--- config.mk ---
export PLATFORM = sky130hd
export DESIGN_NAME = tmr_capture_timer
export DESIGN_NICKNAME = d
export VERILOG_FILES = /design/src/rtl/tmr_pkg.sv /design/src/rtl/tmr_capture_timer.sv /design/src/rtl/tmr_edge_flt.sv /design/src/rtl/tmr_axil.sv
export VERILOG_INCLUDE_DIRS = /design/src /design/src/rtl
export SDC_FILE = /design/constraint.sdc
export NUM_CORES = 1
export LEC_CHECK = 0
export BUFFER_PORTS_ARGS = -buffer_cell sky130_fd_sc_hd__buf_4
export CORE_AREA = 2 2 145 111
export DETAILED_ROUTE_END_ITERATION = 8
export DIE_AREA = 0 0 147 113
export GPL_TIMING_DRIVEN = 0
export MAX_ROUTING_LAYER = met4
export PLACE_DENSITY = 0.78
export SKIP_LAST_GASP = 1
export SLEW_MARGIN = 30
export SYNTH_ARGS = -nofsm -noshare
export SYNTH_HDL_FRONTEND = slang
export SYNTH_HIERARCHICAL = 1
export SYNTH_SLANG_ARGS = --single-unit
--- constraint.sdc ---
create_clock -name i_clk_sys -period 5.2 [get_ports i_clk_sys]
set_input_delay 1.04 -clock i_clk_sys [delete_from_list [all_inputs] [get_ports i_clk_sys]]
set_output_delay 1.04 -clock i_clk_sys [all_outputs]
set_load 0.05 [all_outputs]
--- src/rtl/tmr_defs.svh ---
// Register offsets, field positions, reset values and divider masks of the timer
// Definitions only; included by each timer module file, not by the type package
`ifndef TMR_DEFS_SVH
`define TMR_DEFS_SVH

`define TMR_OFS_PRESCALER 8'h00
`define TMR_OFS_COUNTER 8'h04
`define TMR_OFS_CC_FIRST 8'h08
`define TMR_OFS_CC_SECOND 8'h0C
`define TMR_OFS_MODE_CTL 8'h10
`define TMR_OFS_CC_CTL 8'h14
`define TMR_OFS_OUT_CTL 8'h18
`define TMR_OFS_STATUS 8'h1C

`define TMR_CKS_LSB 0
`define TMR_ES0_LSB 2
`define TMR_ES1_LSB 5
`define TMR_MODE_LSB 2
`define TMR_INV_BIT 1
`define TMR_CC0_CAP_BIT 0
`define TMR_REV_BIT 1
`define TMR_CC1_CAP_BIT 2
`define TMR_OE_BIT 0
`define TMR_OVF_BIT 0

`define TMR_RST_16 16'h0000
`define TMR_RST_8 8'h00
`define TMR_CNT_MAX 16'hFFFF

`define TMR_DIV_W 6
`define TMR_SMP_MSK 6'h01
`define TMR_CK0_MSK 6'h01
`define TMR_CK1_MSK 6'h03
`define TMR_CK2_MSK 6'h3F

`define TMR_RESP_OKAY 2'b00
`define TMR_RESP_SLVERR 2'b10

`endif

--- src/rtl/tmr_pkg.sv ---
// Types shared by the capture/compare timer files
// Field widths follow the register layout in tmr_defs.svh
package tmr_pkg;

    typedef enum logic [1:0] {
        TMR_MODE_STOP = 2'b00,
        TMR_MODE_FREE = 2'b01,
        TMR_MODE_EDGE_CLR = 2'b10,
        TMR_MODE_MATCH_CLR = 2'b11
    } tmr_mode_e;

    typedef struct packed {
        logic rise;
        logic fall;
    } tmr_edge_s;

    typedef struct packed {
        logic en;
        logic [7:0] addr;
        logic [31:0] data;
        logic [3:0] strb;
    } tmr_wr_s;

    typedef struct packed {
        logic [1:0] sync;
        logic smp;
        logic lvl;
        tmr_edge_s ev;
    } tmr_flt_s;

    typedef struct packed {
        logic aw_full;
        logic [7:0] awaddr;
        logic w_full;
        logic [31:0] wdata;
        logic [3:0] wstrb;
        logic bvalid;
        logic [1:0] bresp;
        logic rvalid;
        logic [31:0] rdata;
        logic [1:0] rresp;
    } tmr_axi_s;

    typedef struct packed {
        logic [7:0] prm;
        logic [3:0] tmc;
        logic [2:0] crc;
        logic toc;
        logic [15:0] cnt;
        logic [15:0] cr0;
        logic [15:0] cr1;
        logic ovf;
        logic to;
        logic ev0;
        logic ev1;
        logic [5:0] div;
    } tmr_core_s;

endpackage : tmr_pkg

--- src/rtl/tmr_capture_timer.sv ---
// 16-bit up-counter with two capture/compare registers, AXI4-Lite registers
// Assumes timer pins are asynchronous; they are synchronised inside
//
// How it works
// - Edge-clear mode counts up; first input valid edge clears counter, else it wraps.
// - Inputs sampled on the sampling enable; edge valid after two equal samples.
// - Both capture: second input edge, or reverse first-input phase, captures first.
// - Both capture: first input valid edge captures into second register, second event.
// - In edge-clear mode the counter clears on the same clock edge as the capture, which keeps the count from before the clear.
// - Invert bit 0 toggles output on match only; 1 also on first input edge.
// - Reverse-phase bit set: opposite first-input edge captures first register, no event.
// - Reverse-phase bit set: second input edge raises first event, no capture.
// - Edge fields decode 00 falling, 01 rising, 11 both, 10 none.
// - Second input edge field sits at prescaler bits 6 and 5, triggers first capture.
// - First register as compare raises first event on equality, no clear.
// - Second register as compare raises second event on equality, no clear.
// - First register as capture takes first or second input as trigger.
// - Second register as capture always triggers on the first input.
// - Output pin unavailable while second input edge detection is in use.
// - Mode 01 runs free, counting up on every count clock.
// - After FFFF the next count clock sets overflow and wraps to zero.
// - Free run supports compare/compare, compare/capture and capture/capture.
//
// Design decisions made here: the address map and register access over AXI4-Lite.
`timescale 1ns/1ps
`include "tmr_defs.svh"
module tmr_capture_timer (
    input wire logic i_clk_sys, // 40 MHz system clock
    input wire logic i_rst, // Async reset, active high
    input wire logic i_awvalid, // Write address valid
    output logic o_awready, // Write address ready
    input wire logic [7:0] i_awaddr, // Write byte address
    input wire logic i_wvalid, // Write data valid
    output logic o_wready, // Write data ready
    input wire logic [31:0] i_wdata, // Write data
    input wire logic [3:0] i_wstrb, // Write byte strobes
    output logic o_bvalid, // Write response valid
    input wire logic i_bready, // Write response ready
    output logic [1:0] o_bresp, // Write response
    input wire logic i_arvalid, // Read address valid
    output logic o_arready, // Read address ready
    input wire logic [7:0] i_araddr, // Read byte address
    output logic o_rvalid, // Read data valid
    input wire logic i_rready, // Read data ready
    output logic [31:0] o_rdata, // Read data
    output logic [1:0] o_rresp, // Read response
    input wire logic i_first_timer_input, // First timer input pin
    input wire logic i_second_timer_input, // Second timer input pin
    output logic o_timer_output_pin, // Timer output level
    output logic o_timer_output_en, // Timer output drive enable
    output logic o_first_channel_event, // First channel event pulse
    output logic o_second_channel_event // Second channel event pulse
);
    import tmr_pkg::*;

    tmr_core_s s_r;
    tmr_core_s s_nxt;
    tmr_wr_s wr;
    tmr_edge_s [1:0] pin_edge;
    tmr_mode_e mode;
    logic [1:0] pin_in;
    logic [7:0] rd_addr;
    logic [31:0] rd_data;
    logic rd_err;
    logic wr_err;
    logic run;
    logic smp_en;
    logic cnt_tick;
    logic ti0_v;
    logic ti1_v;
    logic ti0_rev;
    logic cc0_cap;
    logic cc1_cap;
    logic rev_sel;
    logic cmp0;
    logic cmp1;
    logic ti1_used;
    logic tog;

    function automatic logic edge_ok(input logic [1:0] es, input tmr_edge_s e);
        logic ok;
        ok = 1'b0;
        unique case (es)
            2'b00: ok = e.fall;
            2'b01: ok = e.rise;
            2'b11: ok = e.rise | e.fall;
            default: ok = 1'b0;
        endcase
        return ok;
    endfunction : edge_ok

    // Field that selects the edge opposite to the chosen one
    function automatic logic [1:0] opp_es(input logic [1:0] es);
        logic [1:0] o;
        o = 2'b10;
        if (es == 2'b00) begin
            o = 2'b01;
        end else if (es == 2'b01) begin
            o = 2'b00;
        end
        return o;
    endfunction : opp_es

    function automatic logic [15:0] merge16(input logic [15:0] old,
                                            input logic [31:0] d,
                                            input logic [3:0] st);
        logic [15:0] m;
        m = old;
        if (st[0]) begin
            m[7:0] = d[7:0];
        end
        if (st[1]) begin
            m[15:8] = d[15:8];
        end
        return m;
    endfunction : merge16

    function automatic logic mapped(input logic [7:0] a);
        return a inside {`TMR_OFS_PRESCALER, `TMR_OFS_COUNTER, `TMR_OFS_CC_FIRST,
                         `TMR_OFS_CC_SECOND, `TMR_OFS_MODE_CTL, `TMR_OFS_CC_CTL,
                         `TMR_OFS_OUT_CTL, `TMR_OFS_STATUS};
    endfunction : mapped

    tmr_axil u_axil (
        .i_clk_sys(i_clk_sys),
        .i_rst(i_rst),
        .i_awvalid(i_awvalid),
        .o_awready(o_awready),
        .i_awaddr(i_awaddr),
        .i_wvalid(i_wvalid),
        .o_wready(o_wready),
        .i_wdata(i_wdata),
        .i_wstrb(i_wstrb),
        .o_bvalid(o_bvalid),
        .i_bready(i_bready),
        .o_bresp(o_bresp),
        .i_arvalid(i_arvalid),
        .o_arready(o_arready),
        .i_araddr(i_araddr),
        .o_rvalid(o_rvalid),
        .i_rready(i_rready),
        .o_rdata(o_rdata),
        .o_rresp(o_rresp),
        .o_wr(wr),
        .o_rd_addr(rd_addr),
        .i_rdata(rd_data),
        .i_rd_err(rd_err),
        .i_wr_err(wr_err)
    );

    assign pin_in = {i_second_timer_input, i_first_timer_input};
    assign smp_en = (s_r.div & `TMR_SMP_MSK) == `TMR_SMP_MSK;

    genvar gi;
    generate
        for (gi = 0; gi < 2; gi++) begin : g_pin
            tmr_edge_flt u_flt (
                .i_clk_sys(i_clk_sys),
                .i_rst(i_rst),
                .i_pin(pin_in[gi]),
                .i_smp_en(smp_en),
                .o_edge(pin_edge[gi])
            );
        end
    endgenerate

    // Mode and arrangement decode
    assign mode = tmr_mode_e'(s_r.tmc[`TMR_MODE_LSB +: 2]);
    assign run = (mode == TMR_MODE_FREE) || (mode == TMR_MODE_EDGE_CLR);
    assign cc0_cap = s_r.crc[`TMR_CC0_CAP_BIT];
    assign cc1_cap = s_r.crc[`TMR_CC1_CAP_BIT];
    assign rev_sel = s_r.crc[`TMR_REV_BIT];
    assign ti0_v = edge_ok(s_r.prm[`TMR_ES0_LSB +: 2], pin_edge[0]);
    assign ti1_v = edge_ok(s_r.prm[`TMR_ES1_LSB +: 2], pin_edge[1]);
    assign ti0_rev = edge_ok(opp_es(s_r.prm[`TMR_ES0_LSB +: 2]), pin_edge[0]);
    assign ti1_used = cc0_cap;

    // Count clock select; the first input edge as count clock is a software hazard
    always_comb begin
        unique case (s_r.prm[`TMR_CKS_LSB +: 2])
            2'b00: cnt_tick = (s_r.div & `TMR_CK0_MSK) == `TMR_CK0_MSK;
            2'b01: cnt_tick = (s_r.div & `TMR_CK1_MSK) == `TMR_CK1_MSK;
            2'b10: cnt_tick = (s_r.div & `TMR_CK2_MSK) == `TMR_CK2_MSK;
            2'b11: cnt_tick = ti0_v;
        endcase
    end

    assign cmp0 = run && !cc0_cap && cnt_tick && (s_r.cnt == s_r.cr0);
    assign cmp1 = run && !cc1_cap && cnt_tick && (s_r.cnt == s_r.cr1);
    assign tog = cmp0 || cmp1 || (run && s_r.tmc[`TMR_INV_BIT] && ti0_v);

    always_comb begin
        s_nxt = s_r;
        s_nxt.ev0 = 1'b0;
        s_nxt.ev1 = 1'b0;
        s_nxt.div = s_r.div + `TMR_DIV_W'(1);
        // Software writes first so that hardware events win in the same cycle
        if (wr.en) begin
            unique case (wr.addr)
                `TMR_OFS_PRESCALER: begin
                    if (wr.strb[0]) begin
                        s_nxt.prm = wr.data[7:0];
                    end
                end
                `TMR_OFS_CC_FIRST: s_nxt.cr0 = merge16(s_r.cr0, wr.data, wr.strb);
                `TMR_OFS_CC_SECOND: s_nxt.cr1 = merge16(s_r.cr1, wr.data, wr.strb);
                `TMR_OFS_MODE_CTL: begin
                    if (wr.strb[0]) begin
                        s_nxt.tmc = wr.data[3:0];
                    end
                end
                `TMR_OFS_CC_CTL: begin
                    if (wr.strb[0]) begin
                        s_nxt.crc = wr.data[2:0];
                    end
                end
                `TMR_OFS_OUT_CTL: begin
                    if (wr.strb[0]) begin
                        s_nxt.toc = wr.data[`TMR_OE_BIT];
                    end
                end
                `TMR_OFS_STATUS: begin
                    if (wr.strb[0] && !wr.data[`TMR_OVF_BIT]) begin
                        s_nxt.ovf = 1'b0;
                    end
                end
                default: s_nxt.ovf = s_nxt.ovf;
            endcase
        end
        if (!run) begin
            s_nxt.cnt = `TMR_RST_16;
        end else begin
            if (cnt_tick) begin
                s_nxt.cnt = s_r.cnt + 16'h0001;
                if (s_r.cnt == `TMR_CNT_MAX) begin
                    s_nxt.ovf = 1'b1;
                end
            end
            if (mode == TMR_MODE_EDGE_CLR && ti0_v) begin
                s_nxt.cnt = `TMR_RST_16;
            end
            // Captures take the count held before any clear of this cycle
            if (cc0_cap) begin
                if (!rev_sel && ti1_v) begin
                    s_nxt.cr0 = s_r.cnt;
                    s_nxt.ev0 = 1'b1;
                end
                if (rev_sel && ti0_rev) begin
                    s_nxt.cr0 = s_r.cnt;
                end
                if (rev_sel && ti1_v) begin
                    s_nxt.ev0 = 1'b1;
                end
            end
            if (cc1_cap && ti0_v) begin
                s_nxt.cr1 = s_r.cnt;
                s_nxt.ev1 = 1'b1;
            end
            if (cmp0) begin
                s_nxt.ev0 = 1'b1;
            end
            if (cmp1) begin
                s_nxt.ev1 = 1'b1;
            end
            if (tog) begin
                s_nxt.to = ~s_r.to;
            end
        end
    end

    always_ff @(posedge i_clk_sys or posedge i_rst) begin
        if (i_rst) begin
            s_r <= '0;
        end else begin
            s_r <= s_nxt;
        end
    end

    // Register read view
    assign rd_err = !mapped(rd_addr);
    assign wr_err = !mapped(wr.addr);

    always_comb begin
        rd_data = 32'h0000_0000;
        unique case (rd_addr)
            `TMR_OFS_PRESCALER: rd_data[7:0] = s_r.prm;
            `TMR_OFS_COUNTER: rd_data[15:0] = s_r.cnt;
            `TMR_OFS_CC_FIRST: rd_data[15:0] = s_r.cr0;
            `TMR_OFS_CC_SECOND: rd_data[15:0] = s_r.cr1;
            `TMR_OFS_MODE_CTL: rd_data[3:0] = s_r.tmc;
            `TMR_OFS_CC_CTL: rd_data[2:0] = s_r.crc;
            `TMR_OFS_OUT_CTL: rd_data[`TMR_OE_BIT] = s_r.toc;
            `TMR_OFS_STATUS: rd_data[`TMR_OVF_BIT] = s_r.ovf;
            default: rd_data = 32'h0000_0000;
        endcase
    end

    assign o_timer_output_pin = s_r.to && !ti1_used;
    assign o_timer_output_en = s_r.toc && !ti1_used;
    assign o_first_channel_event = s_r.ev0;
    assign o_second_channel_event = s_r.ev1;
endmodule : tmr_capture_timer

--- src/rtl/tmr_edge_flt.sv ---
// Pin synchroniser and two-sample edge filter for one timer input
// Assumes i_smp_en is a one-cycle pulse of the sampling rate on i_clk_sys
`timescale 1ns/1ps
`include "tmr_defs.svh"
module tmr_edge_flt (
    input wire logic i_clk_sys, // System clock
    input wire logic i_rst, // Async reset, active high
    input wire logic i_pin, // Raw timer input pin
    input wire logic i_smp_en, // Sampling-clock enable pulse
    output tmr_pkg::tmr_edge_s o_edge // Filtered edge pulses
);
    import tmr_pkg::*;

    tmr_flt_s s_r;
    tmr_flt_s s_nxt;

    always_comb begin
        s_nxt = s_r;
        s_nxt.sync = {s_r.sync[0], i_pin};
        s_nxt.ev = '0;
        if (i_smp_en) begin
            s_nxt.smp = s_r.sync[1];
            // Level accepted only when two samples in a row agree
            if (s_r.sync[1] == s_r.smp && s_r.sync[1] != s_r.lvl) begin
                s_nxt.lvl = s_r.sync[1];
                s_nxt.ev.rise = s_r.sync[1];
                s_nxt.ev.fall = ~s_r.sync[1];
            end
        end
    end

    always_ff @(posedge i_clk_sys or posedge i_rst) begin
        if (i_rst) begin
            s_r <= '0;
        end else begin
            s_r <= s_nxt;
        end
    end

    assign o_edge = s_r.ev;

endmodule : tmr_edge_flt

--- src/rtl/tmr_axil.sv ---
// AXI4-Lite slave front end: one write and one read outstanding
// Assumes the core decodes o_wr and o_rd_addr combinationally in the same cycle
`timescale 1ns/1ps
`include "tmr_defs.svh"
module tmr_axil (
    input wire logic i_clk_sys, // System clock
    input wire logic i_rst, // Async reset, active high
    input wire logic i_awvalid, // Write address valid
    output logic o_awready, // Write address ready
    input wire logic [7:0] i_awaddr, // Write byte address
    input wire logic i_wvalid, // Write data valid
    output logic o_wready, // Write data ready
    input wire logic [31:0] i_wdata, // Write data
    input wire logic [3:0] i_wstrb, // Write byte strobes
    output logic o_bvalid, // Write response valid
    input wire logic i_bready, // Write response ready
    output logic [1:0] o_bresp, // Write response
    input wire logic i_arvalid, // Read address valid
    output logic o_arready, // Read address ready
    input wire logic [7:0] i_araddr, // Read byte address
    output logic o_rvalid, // Read data valid
    input wire logic i_rready, // Read data ready
    output logic [31:0] o_rdata, // Read data
    output logic [1:0] o_rresp, // Read response
    output tmr_pkg::tmr_wr_s o_wr, // Register write strobe
    output logic [7:0] o_rd_addr, // Register read address
    input wire logic [31:0] i_rdata, // Register read data
    input wire logic i_rd_err, // Read address unmapped
    input wire logic i_wr_err // Write address unmapped
);
    import tmr_pkg::*;

    tmr_axi_s s_r;
    tmr_axi_s s_nxt;
    logic wr_fire;

    assign wr_fire = s_r.aw_full && s_r.w_full && !s_r.bvalid;
    assign o_awready = !s_r.aw_full;
    assign o_wready = !s_r.w_full;
    assign o_arready = !s_r.rvalid;
    assign o_rd_addr = i_araddr;
    assign o_wr = '{en: wr_fire, addr: s_r.awaddr, data: s_r.wdata, strb: s_r.wstrb};

    always_comb begin
        s_nxt = s_r;
        if (s_r.bvalid && i_bready) begin
            s_nxt.bvalid = 1'b0;
        end
        if (i_awvalid && !s_r.aw_full) begin
            s_nxt.aw_full = 1'b1;
            s_nxt.awaddr = i_awaddr;
        end
        if (i_wvalid && !s_r.w_full) begin
            s_nxt.w_full = 1'b1;
            s_nxt.wdata = i_wdata;
            s_nxt.wstrb = i_wstrb;
        end
        if (wr_fire) begin
            s_nxt.aw_full = 1'b0;
            s_nxt.w_full = 1'b0;
            s_nxt.bvalid = 1'b1;
            s_nxt.bresp = i_wr_err ? `TMR_RESP_SLVERR : `TMR_RESP_OKAY;
        end
        if (s_r.rvalid && i_rready) begin
            s_nxt.rvalid = 1'b0;
        end
        if (i_arvalid && !s_r.rvalid) begin
            s_nxt.rvalid = 1'b1;
            s_nxt.rdata = i_rdata;
            s_nxt.rresp = i_rd_err ? `TMR_RESP_SLVERR : `TMR_RESP_OKAY;
        end
    end

    always_ff @(posedge i_clk_sys or posedge i_rst) begin
        if (i_rst) begin
            s_r <= '0;
        end else begin
            s_r <= s_nxt;
        end
    end

    assign o_bvalid = s_r.bvalid;
    assign o_bresp = s_r.bresp;
    assign o_rvalid = s_r.rvalid;
    assign o_rdata = s_r.rdata;
    assign o_rresp = s_r.rresp;

endmodule : tmr_axil

# --- After elaboration in Yosys (flattened, before gate mapping) ---
# Index checks and enable logic that the tools add are counted.
op_classes:
  n_addsub: 2
  mux: 51
  n_reduce_logical: 55
  n_eq_ne: 35
  bitwise_logic: 5
op_table:
  columns: ["operator", "n"]
  rows:
  - ["16-bit 2-to-1 mux", 9]
  - ["8-bit by 5-bit equality test with 1-bit output (second input constant)", 8]
  - ["37-bit 2-to-1 mux", 1]
  - ["36-bit 2-to-1 mux", 1]
  - ["35-bit 2-to-1 mux", 1]
  - ["33-bit 2-to-1 mux", 1]
  - ["16-bit equality test", 2]
  - ["8-bit by 4-bit equality test with 1-bit output (second input constant)", 4]
  - ["8-bit 2-to-1 mux", 4]
  - ["1-bit logical AND", 25]
  - ["8-bit case mux with 3 select lines", 1]
  - ["16-bit by 1-bit adder with 16-bit output (second input constant)", 1]
  - ["16-bit equality test (second input constant)", 1]
  - ["8-bit by 3-bit equality test with 1-bit output (second input constant)", 2]
  - ["8-bit zero test", 2]
  - ["2-bit 2-to-1 mux", 8]
  - ["4-bit case mux with 4 select lines", 1]
  - ["8-bit nonzero test", 2]
  - ["1-bit 2-to-1 mux", 15]
  - ["2-bit equality test (second input constant)", 7]
  - ["2-bit case mux with 6 select lines", 1]
  - ["3-bit AND reduction", 4]
  - ["2-bit by 1-bit equality test with 1-bit output (second input constant)", 5]
  - ["9-bit 2-to-1 mux", 1]
  - ["17 further kinds", 41]
word_totals:
  out_inout_bits: 45
  in_bits: 61
  reg_bits: 154
  elab_cells: 180

# --- Logic depth before layout (Yosys ltp) ---
# Gate-level depths: netlist (run 1).
depth:
  ltp_word: 9
  mapped_depth: 9
  ltp_nobuf: 7

# --- By module ---
# Netlist (run 1), hierarchy kept.
by_module_without_submodules:
  columns: ["module", "seq_area_each_um2", "cells_each", "area_per_inst_um2", "instances"]
  rows:
  - ["tmr_capture_timer", 1851.8, 457, 4311.6, 1]
  - ["tmr_axil", 2052.0, 273, 3915.0, 1]
  - ["tmr_edge_flt", 150.1, 17, 219.0, 2]

# --- Least setup slack after synthesis (run 1) ---
# No wires, ideal clock.
synth_timing:
  path_type: "input to register"
  from: "in i_araddr[0]"
  to: "reg u_axil.s_r (netlist bit u_axil/o_rdata[8])"
  path_buffers: 2
  path_slack_ps: 2368
  required_time_ps: 5136
  t_arrival_ps: 2768
  setup_ps: 64
  stages: 9
  cell_sequence: "buf_4 > or2_2 > nor4_1 > nand2_1 > nor2_1 > clkbuf_1 > a222oi_1 > inv_1 > mux2_2"
synth_between:
  elab_chain_cells: 2
  elab_cells_between_ends: 4
  cone_classes: "eq/ne (3); mux (1)"
synth_rtl:
  columns: ["item", "line", "source"]
  rows:
  - ["start: declaration", "tmr_capture_timer.sv:42", "input wire logic [7:0] i_araddr,"]
  - ["8-bit by 4-bit equality test with 1-bit output / 8-bit by 3-bit equality test with 1-bit output (equally long branches)", "tmr_capture_timer.sv:285", "unique case (rd_addr)"]
  - ["8-bit case mux with 3 select lines *", "tmr_capture_timer.sv:285", null]
  - ["named net rd_data[8]", "tmr_capture_timer.sv:63", "logic [31:0] rd_data;"]
  - ["end signal: assignment", "tmr_axil.sv:78", "s_r <= s_nxt;"]
  - ["end: declaration", "tmr_axil.sv:33", "tmr_axi_s s_r;"]
# The timed path passes the listed nets; every way through them passes the cells marked *.
# A chain may end at the register's enable or synchronous reset.

# --- Worst setup path after layout (run 1) ---
layout_timing:
  from: "in i_araddr[0]"
  to: "reg u_axil.s_r (netlist bit u_axil/o_rdata[4])"
layout_between:
  elab_chain_cells: 2
  elab_cells_between_ends: 5
  cone_classes: "eq/ne (3); mux (1); reduce/logical (1)"
layout_rtl:
  columns: ["item", "line"]
  rows:
  - ["8-bit by 4-bit equality test with 1-bit output, or another cell as far along", "tmr_capture_timer.sv:285"]
  - ["4-bit case mux with 4 select lines *", "tmr_capture_timer.sv:285"]
  - ["named net rd_data[4]", "tmr_capture_timer.sv:63"]
# Marked as above.

==> impl_metrics.py, run 1 <==
metrics = {
    "routing": {
        "drtIter0Drc": 472,
        "num_vias": 5590,
        "drt_wl_total_um": 17300,
        "drc_errors": 0,
        "vias_per_cell": 5.375,
        "drt-pass1-iter-count": 6,
        "wire_per_inst_um": 16.63,
        "ant_nets": 0,
    },
    "timing": {
        "timing.final.ws_setup_ns": 1.890,
        "relSlewSlack_pct": 39.19,
        "timing.final.crit_share_pct": 63.66,
        "slew_viol_final": 0,
        "fmax_ghz": 0.3021,
        "setup_tns_ns": 0,
        "hold_viol_final": 0,
        "setup_viol": 0,
        "rsz0062_at_grt": "no",
        "fin_crit_ns": 3.310,
        "fin_skew_ns": 0.01123,
        "worst_pin_slew_ns": 0.9052,
    },
    "synthesis": {
        "synth.avg_cell_area_um2": 11.02,
        "synthCells": 709,
        "synth_area_um2": 7811,
        "synth_warnings": 6,
    },
    "cts": {
        "cts_max_path_buffers": 2,
        "clk_pin_slew_worst_paths_ns": 0.06,
        "cts-hold-fix-buffers": 0,
        "insertion_delay_ns": 0.43,
        "numCtsBuffers": 17,
        "cts.sinks": 150,
        "cts_resized": 0,
        "root_buffer": "clkbuf_16",
        "postCtsSetupBuffers": 0,
        "cts_tree": "done",
        "htree_levels": 4,
    },
    "pwr": {
        "pwr-share-seq_pct": 38.9,
        "p_per_area_nw_per_um2": 420.5,
        "vdd_drop_max_mv": 0.4270,
        "swShare_pct": 30.73,
        "clkPwrFrac_pct": 31.8,
        "p_leak_uw": 0.004664,
        "power_frac_comb_pct": 29.2,
        "p_int_uw": 2728,
        "power_switching_uw": 1210,
    },
    "critical_path": {
        "rr_startpoint": "s_r[0]",
        "r2r_slack_ns": 2.58,
        "slowest_stage": "nor3_1",
        "slowest_delay_ns": 0.73,
        "r2r-end": "s_r[54]",
        "critPathLaunchType": "primary input",
        "crit_arrival_ns": 3.68,
        "crit_top_cell": "nand2_1",
        "crit_path_max_fanout": 10,
        "path_cells": "buf_4 > or2_2 > nor4_1 > nand2_1 > nor3_1 > buf_2 > a22oi_1 > nand2_1 > mux2_2",
        "critPathKind": "primary input to flip-flop",
        "required_ns": 5.57,
        "crit_path_end_kind": "flip-flop",
        "reg2reg_depth": 8,
    },
    "finish": {
        "fill_cells": 1249,
        "n_antenna_cell": 0,
        "final_common_cell": "buf_4",
        "area_growth_pct": 19.93,
        "stdcell_area_um2": 9368,
        "fin_nets": 887,
        "final_cell_mix": "buf_4, dfrtp_1, mux2_2",
        "layout-drive-gt1-share_pct": 33.53,
    },
    "min_path": {
        "hold_path.class": "flip-flop to flip-flop",
        "worstHoldEndpoint": "g_pin[0].u_flt/s_r[5]",
        "hold_depth": 0,
        "min_from": "g_pin[0].u_flt/s_nxt[5]",
    },
    "place": {
        "dpl.hpwl_um": 12630,
        "placed_cell_area_um2": 8766,
        "finalWeightedCongestion": 0.9873,
        "place_ws_ns": 1.552,
        "io_buffers": 77,
    },
    "floorplanning": {
        "num_rows": 39,
        "die_w_um": 147,
        "core_area_um2": 15130,
        "initial_core_util_pct": 51.64,
        "dieArea_um2": 16610,
        "io_pins": 106,
        "die_h_um": 113,
    },
    "grt": {
        "antenna_found_initial": 0,
        "grt_pass1_vias": 5379,
        "grt_start_max_net_pins": 52,
        "overflow": 0,
        "grt_pass1_wl_um": 28350,
        "grt.total_usage_pct": 22.83,
    },
    "status": {
        "outcome": "completed",
    },
    "run": {
        "maxCapViolCount": 0,
    },
}
[final cells by class]
type	count	area, µm²	share of cell area [%]
Multi-Input combinational cell	435	3231	34.49
Inverter	26	102.6	1.095
Sequential cell	150	3754	40.07
Tap cell	205	256.5	2.738
Clock buffer	17	425.4	4.541
Timing Repair Buffer	79	633.1	6.758
Buffer	114	789.5	8.428
Clock inverter	14	176.4	1.883
[flip-flops by register name (all words and copies together), names as in the netlist, 2 cells and up]
register            cells
g_pin.u_flt/s_nxt       2
mode                    2
u_axil/s_r              2
g_pin.u_flt/s_r         6
u_axil/o_wr            26
g_pin.u_flt/o_edge      4
u_axil/o_rdata         32
s_r                    67
[critical path: cells and delay by family]
| family | cells | cell delay [ns] |
|---|---|---|
| buffers and inverters | 2 | 0.49 |
| muxes | 1 | 0.17 |
| and+or+nand+nor | 5 | 1.86 |
| AOI/OAI and AO/OA | 1 | 0.10 |
[layer usage]
metal / up-vias / GRT usage (%) / wire (µm)
met5: - / - / 0
met4: 0 / 6.795 / 301
met3: 32 / 6.774 / 1544
met2: 237 / 32.52 / 7446
met1: 2742 / 31.82 / 8007
li1: 2579 / - / -
[worst max path at each step]
stage                startpoint           endpoint  slack, ns  cells after the start
floorplan                 i_rst            cc0_cap       2.28                      1
global placement          i_rst            s_r[49]       1.29                      2
detailed placement  i_araddr[0]  u_axil/o_rdata[4]       1.55                      9
CTS                 i_araddr[0]  u_axil/o_rdata[4]       1.96                      9
global route        i_araddr[0]  u_axil/o_rdata[4]       1.67                      9
finish              i_araddr[0]  u_axil/o_rdata[4]       1.89                      9
[through the flow]
stage                     util, %  hold slack (ns)  std cells  total power (µW)
after floorplan                 -           0.3312        725              2411
after global placement      57.55           0.3335       1007              2660
after detailed placement    57.95           0.3428       1009              2695
after CTS                   61.93           0.3565       1040              3955
after global routing        61.93           0.3759       1040              4125
final                       61.93           0.3514       1040              3939
[power groups by stage]
stage / sequential (µW) / combinational, µW / clock [µW]
2_1_floorplan: 1520 / 893 / 0
3_5_place_dp: 1550 / 1150 / 0
6_report: 1530 / 1150 / 1250
4_1_cts: 1530 / 1150 / 1270
5_1_grt: 1560 / 1230 / 1330
3_3_place_gp: 1540 / 1120 / 0
Note: power is estimated with default switching activity, not from simulation.
==> run 2, diff against run 1 <==
Settings changed: CORE_AREA 2 2 145 111 to 2 2 150 115, DIE_AREA 0 0 147 113 to 0 0 152 117, PLACE_DENSITY 0.78 to 0.76.
Clock period 5.2 ns to 2.8 ns, I/O delays scaled along.
==> impl_metrics.py, run 2 (same netlist as run 1, synthesis figures left out) <==
metrics = {
    "critical_path": {
        "required_ns": 3.17,
        "path_cells": "buf_4 > or2_2 > nor4_1 > nand2_1 > nor3_2 > buf_2 > a22oi_1 > nand2_1 > mux2_2",
        "crit_arrival_ns": 2.96,
        "worstSetupStartpoint": "i_araddr[0]",
        "slowest_delay_ns": 0.47,
        "critPathLaunchType": "primary input",
        "reg2reg_depth": 8,
        "crit_top_cell": "nand2_1",
        "slowest_stage": "nor3_2",
        "critPathKind": "primary input to flip-flop",
        "crit_path_max_fanout": 10,
        "rr_startpoint": "s_r[0]",
        "crit_path_end_kind": "flip-flop",
    },
    "timing": {
        "fmax_ghz": 0.3862,
        "fin_crit_ns": 2.589,
        "timing.final.crit_share_pct": 92.48,
        "slew_viol_final": 0,
        "relSlewSlack_pct": 45.78,
        "timing.final.ws_setup_ns": 0.2107,
        "setup_viol": 0,
        "rsz0062_at_grt": "no",
        "fin_skew_ns": 0.01024,
        "fin_hold_ws_ns": 0.07941,
        "worst_pin_slew_ns": 0.8071,
        "hold_viol_final": 0,
    },
    "routing": {
        "num_vias": 5571,
        "ant_nets": 0,
        "drtIter0Drc": 453,
        "drt_wl_total_um": 17440,
        "vias_per_cell": 5.306,
        "drt-pass1-iter-count": 5,
        "wire_per_inst_um": 16.61,
        "drc_errors": 0,
    },
    "finish": {
        "final_cell_mix": "buf_4, dfrtp_1, mux2_2",
        "n_antenna_cell": 0,
        "area_growth_pct": 20.65,
        "final_util_pct": 57.23,
        "layout-drive-gt1-share_pct": 34.13,
        "largest_reg_flops": 67,
        "fill_cells": 1385,
        "stdcell_area_um2": 9424,
        "regMostFlops": "s_r",
        "fin_cells": 1050,
        "fin_nets": 887,
        "final_common_cell": "buf_4",
    },
    "pwr": {
        "p_leak_uw": 0.004694,
        "vdd_drop_max_mv": 0.6331,
        "p_per_area_nw_per_um2": 792.3,
    },
    "cts": {
        "postCtsSetupBuffers": 0,
        "cts-hold-fix-buffers": 0,
        "htree_levels": 4,
        "root_buffer": "clkbuf_16",
        "cts_tree": "done",
        "numCtsBuffers": 17,
        "cts_max_path_buffers": 2,
        "cts.sinks": 150,
        "clk_pin_slew_worst_paths_ns": 0.06,
        "insertion_delay_ns": 0.43,
    },
    "floorplanning": {
        "die_w_um": 152,
        "num_rows": 41,
        "io_pins": 106,
        "die_h_um": 117,
        "core_area_um2": 16470,
        "initial_core_util_pct": 47.44,
        "dieArea_um2": 17780,
    },
    "grt": {
        "grt_start_max_net_pins": 51,
        "grt.total_usage_pct": 21.27,
        "overflow": 0,
        "grt_pass1_wl_um": 28310,
        "antenna_found_initial": 0,
        "grt_pass1_vias": 5365,
    },
    "min_path": {
        "hold_path.class": "primary input to asynchronous set/reset pin",
    },
    "status": {
        "outcome": "completed",
    },
    "place": {
        "finalWeightedCongestion": 0.9929,
        "placed_cell_area_um2": 8771,
        "dpl.hpwl_um": 12520,
        "io_buffers": 77,
        "place_ws_ns": -0.3945,
        "dp_cells": 1019,
    },
    "run": {
        "maxCapViolCount": 0,
    },
}
## run 2: cell count changes in the layout (fill, tap and decap cells not counted), moves of 2 or more
cell | previous run | this run
clkbuf_2 | 0 | 2
clkbuf_8 | 0 | 2
clkbuf_1 | 28 | 26
clkinvlp_4 | 2 | 0
## run 2: path summary, 6_finish.rpt
| kind | end | slack, ns |
|---|---|---|
| min in group i_clk_sys | g_pin[1].u_flt/s_nxt[5] | 0.23 |
| min | g_pin[1].u_flt/s_r[2] | 0.08 |
| max in group asynchronous | s_r[52] | 2.05 |
| max reg2reg | s_r[54] | 0.27 |
| max | u_axil/o_rdata[4] | 0.21 |
| min reg2reg | g_pin[0].u_flt/s_r[5] | 0.35 |
## run 2: repair_timing
| action | 4_1_cts | 5_1_grt |
|---|---|---|
| gates resized for setup | 0 | 7 |
| hold endpoints to repair | 0 | 0 |
| setup endpoints to repair | 0 | 14 |
## run 2: power breakdown
part	internal [µW]	switching [µW]	total [µW]
combinational	1100	1040	2140
sequential	2560	282	2840
clock	1550	931	2480
## run 2: layout make-up
cell class	count	area, µm²	share of cell area [%]
Buffer	114	792.0	8.404
Clock inverter	12	188.9	2.005
Timing Repair Buffer	79	625.6	6.638
Tap cell	215	269.0	2.854
Clock buffer	19	452.9	4.806
Multi-Input combinational cell	435	3238	34.36
Inverter	26	102.6	1.089
Sequential cell	150	3755	39.84
## run 2: routing by layer
layer / track usage, % / vias to the layer above / wire length [µm]
met3: 5.744 / 19 / 1443
met1: 29.37 / 2756 / 8122
met4: 7.227 / 0 / 213
met5: - / - / 0
met2: 30.57 / 209 / 7664
li1: - / 2587 / -
## run 2: stage by stage
| stage | power, µW | setup TNS, ns |
|---|---|---|
| 2_1_floorplan | 4478 | 0 |
| 3_3_place_gp | 4939 | -68.49 |
| 4_1_cts | 7495 | 0 |
| 5_1_grt | 7796 | 0 |
| 6_report | 7467 | 0 |
| 3_5_place_dp | 5010 | -3.480 |
## run 2: worst max-delay path, delay by kind of cell
family          cells  cell delay, ns
simple gates        5            1.63
mux                 1            0.17
compound gates      1            0.13
buf+inv             2            0.46
==> run 3, diff against run 2 <==
Settings changed: BUFFER_PORTS_ARGS -buffer_cell sky130_fd_sc_hd__buf_4 to not set, CORE_AREA 2 2 150 115 to 2 2 161 100, DIE_AREA 0 0 152 117 to 0 0 163 102, DONT_BUFFER_PORTS set to 1, PLACE_DENSITY 0.76 to 0.75, RECOVER_POWER set to 100.
==> impl_metrics.py, run 3 (same netlist as run 1, synthesis figures left out) <==
metrics = {
    "status": {
        "outcome": "completed",
    },
    "place": {
        "io_buffers": 0,
        "dp_cells": 930,
        "dpl.hpwl_um": 13870,
        "finalWeightedCongestion": 0.9275,
    },
    "timing": {
        "fin_crit_ns": 2.652,
        "rsz0062_at_grt": "no",
        "fin_skew_ns": 0.01070,
        "worst_pin_slew_ns": 1.146,
        "timing.final.crit_share_pct": 94.73,
        "fmax_ghz": 0.3770,
        "slew_viol_final": 0,
        "fin_hold_ws_ns": 0.1639,
        "setup_viol": 0,
        "hold_viol_final": 0,
        "relSlewSlack_pct": 23.16,
    },
    "finish": {
        "largest_reg_flops": 67,
        "fill_cells": 1323,
        "final_common_cell": "dfrtp_1",
        "regMostFlops": "s_r",
        "final_cell_mix": "dfrtp_1, clkbuf_1, mux2_2",
        "n_antenna_cell": 0,
        "layout-drive-gt1-share_pct": 19.61,
        "area_growth_pct": 8.650,
        "fin_nets": 811,
        "fin_cells": 963,
    },
    "grt": {
        "use_met1_pct": 36.41,
        "overflow": 0,
        "grt.busiest_layer": "met1",
        "grt.total_usage_pct": 24.72,
        "antenna_found_initial": 0,
        "grt_pass1_wl_um": 29810,
        "use_met3_pct": 5.114,
        "grt_pass1_vias": 5499,
        "grt_start_max_net_pins": 51,
        "grt_util_met2_pct": 35.50,
    },
    "floorplanning": {
        "num_rows": 35,
        "die_h_um": 102,
        "initial_core_util_pct": 51.70,
        "die_w_um": 163,
        "core_area_um2": 15110,
        "dieArea_um2": 16630,
        "io_pins": 106,
    },
    "critical_path": {
        "critPathKind": "flip-flop to flip-flop",
        "crit_path_max_fanout": 13,
        "slowest_delay_ns": 0.50,
        "crit_arrival_ns": 2.99,
        "required_ns": 3.14,
        "slowest_stage": "dfrtp_2",
        "critPathLaunchType": "flip-flop",
        "path_cells": "ha_1 > nand2_1 > o31a_1 > a21oi_2 > nand4_1 > clkbuf_1 > or3_1 > a21oi_1",
        "crit_path_end_kind": "flip-flop",
    },
    "routing": {
        "drt-pass1-iter-count": 6,
        "drtIter0Drc": 489,
        "vias_per_cell": 5.561,
        "num_vias": 5355,
        "ant_nets": 0,
        "wire_per_inst_um": 19.54,
        "drt_wl_total_um": 18820,
        "drc_errors": 0,
    },
    "cts": {
        "clk_pin_slew_worst_paths_ns": 0.07,
        "numCtsBuffers": 17,
        "cts.sinks": 150,
        "root_buffer": "clkbuf_16",
        "cts_max_path_buffers": 2,
        "htree_levels": 4,
        "cts_tree": "done",
        "insertion_delay_ns": 0.42,
    },
    "pwr": {
        "p_leak_uw": 0.004025,
        "p_per_area_nw_per_um2": 803.1,
        "vdd_drop_max_mv": 0.5875,
    },
    "min_path": {
        "hold_path.class": "primary input to flip-flop",
    },
    "run": {
        "maxCapViolCount": 0,
    },
}
[run 3: changes by cell type in the layout (fill, tap and decap cells not counted), moves of 2 or more]
cell / change
bufinv_16: -4
nor3b_1: +2
clkinvlp_2: +2
buf_6: -5
inv_6: +2
clkbuf_1: +42
buf_12: -3
inv_4: -2
clkinvlp_4: +4
mux2_4: -14
clkbuf_4: +3
buf_4: -113
mux2_1: +15
nor3b_2: -2
[run 3: per-layer routing]
metal | share of wire [%] | vias up
li1 | - | 2428
met1 | 48 | 2672
met2 | 43 | 244
met3 | 8.7 | 11
met4 | 0.49 | 0
met5 | 0 | -
[run 3: cell type report]
cell class | instances | area (µm²) | area share [%]
Sequential cell | 150 | 3755 | 44.24
Multi-Input combinational cell | 435 | 3173 | 37.39
Buffer | 114 | 593.1 | 6.988
Clock buffer | 19 | 452.9 | 5.337
Tap cell | 203 | 254.0 | 2.993
Clock inverter | 13 | 113.9 | 1.342
Inverter | 26 | 100.1 | 1.179
Timing Repair Buffer | 3 | 45.04 | 0.5307
[run 3: final timing paths]
| check | end | slack, ns | start | cells after the start |
|---|---|---|---|---|
| min in group asynchronous | g_pin[0].u_flt/s_r[3] | 0.59 | i_rst | 2 |
| worst min-delay path | g_pin[0].u_flt/s_nxt[5] | 0.16 | i_first_timer_input | 0 |
| worst max-delay path | s_r[54] | 0.15 | s_r[0] | 8 |
| worst max register to register | s_r[54] | 0.15 | s_r[0] | 8 |
| max in group asynchronous | s_r[24] | 0.55 | i_rst | 3 |
| worst min register to register | g_pin[1].u_flt/s_r[5] | 0.36 | g_pin[1].u_flt/s_nxt[5] | 0 |
[run 3: report_power, final]
part           total, µW  internal [µW]  switching, µW
clock network       2200           1210            991
logic               1750            772            974
registers           2870           2560            312
[run 3: worst max-delay path: cells and delay by family (launching register included)]
family	cells	cell delay (ns)
AO/OA/AOI/OAI	3	0.83
AND/OR/NAND/NOR	3	0.67
flip-flops	1	0.50
adder cells (fa/ha/maj)	1	0.28
buffers and inverters	1	0.28
[run 3: stage by stage]
| stage | worst slack, ns | util [%] | total power, µW | TNS [ns] | area [µm²] |
|---|---|---|---|---|---|
| after CTS | 0.02548 | 58.00 | 7051 | 0 | 8762 |
| after global placement | -0.4363 | 53.78 | 4776 | -39.81 | 8125 |
| final | 0.1476 | 56.17 | 6816 | 0 | 8487 |
| after detailed placement | -0.2782 | 54.18 | 4856 | -2.596 | 8185 |
| after floorplan | 0.3584 | - | 4478 | 0 | 7871 |
| after global routing | 0.0001317 | 56.17 | 7131 | 0 | 8487 |
[run 3: timing repair]
action	4_1_cts	5_1_grt
resized for setup	0	5
endpoints found under the setup margin	0	17
endpoints found under the hold margin	56	0
hold buffers	1	0
setup buffers	0	0
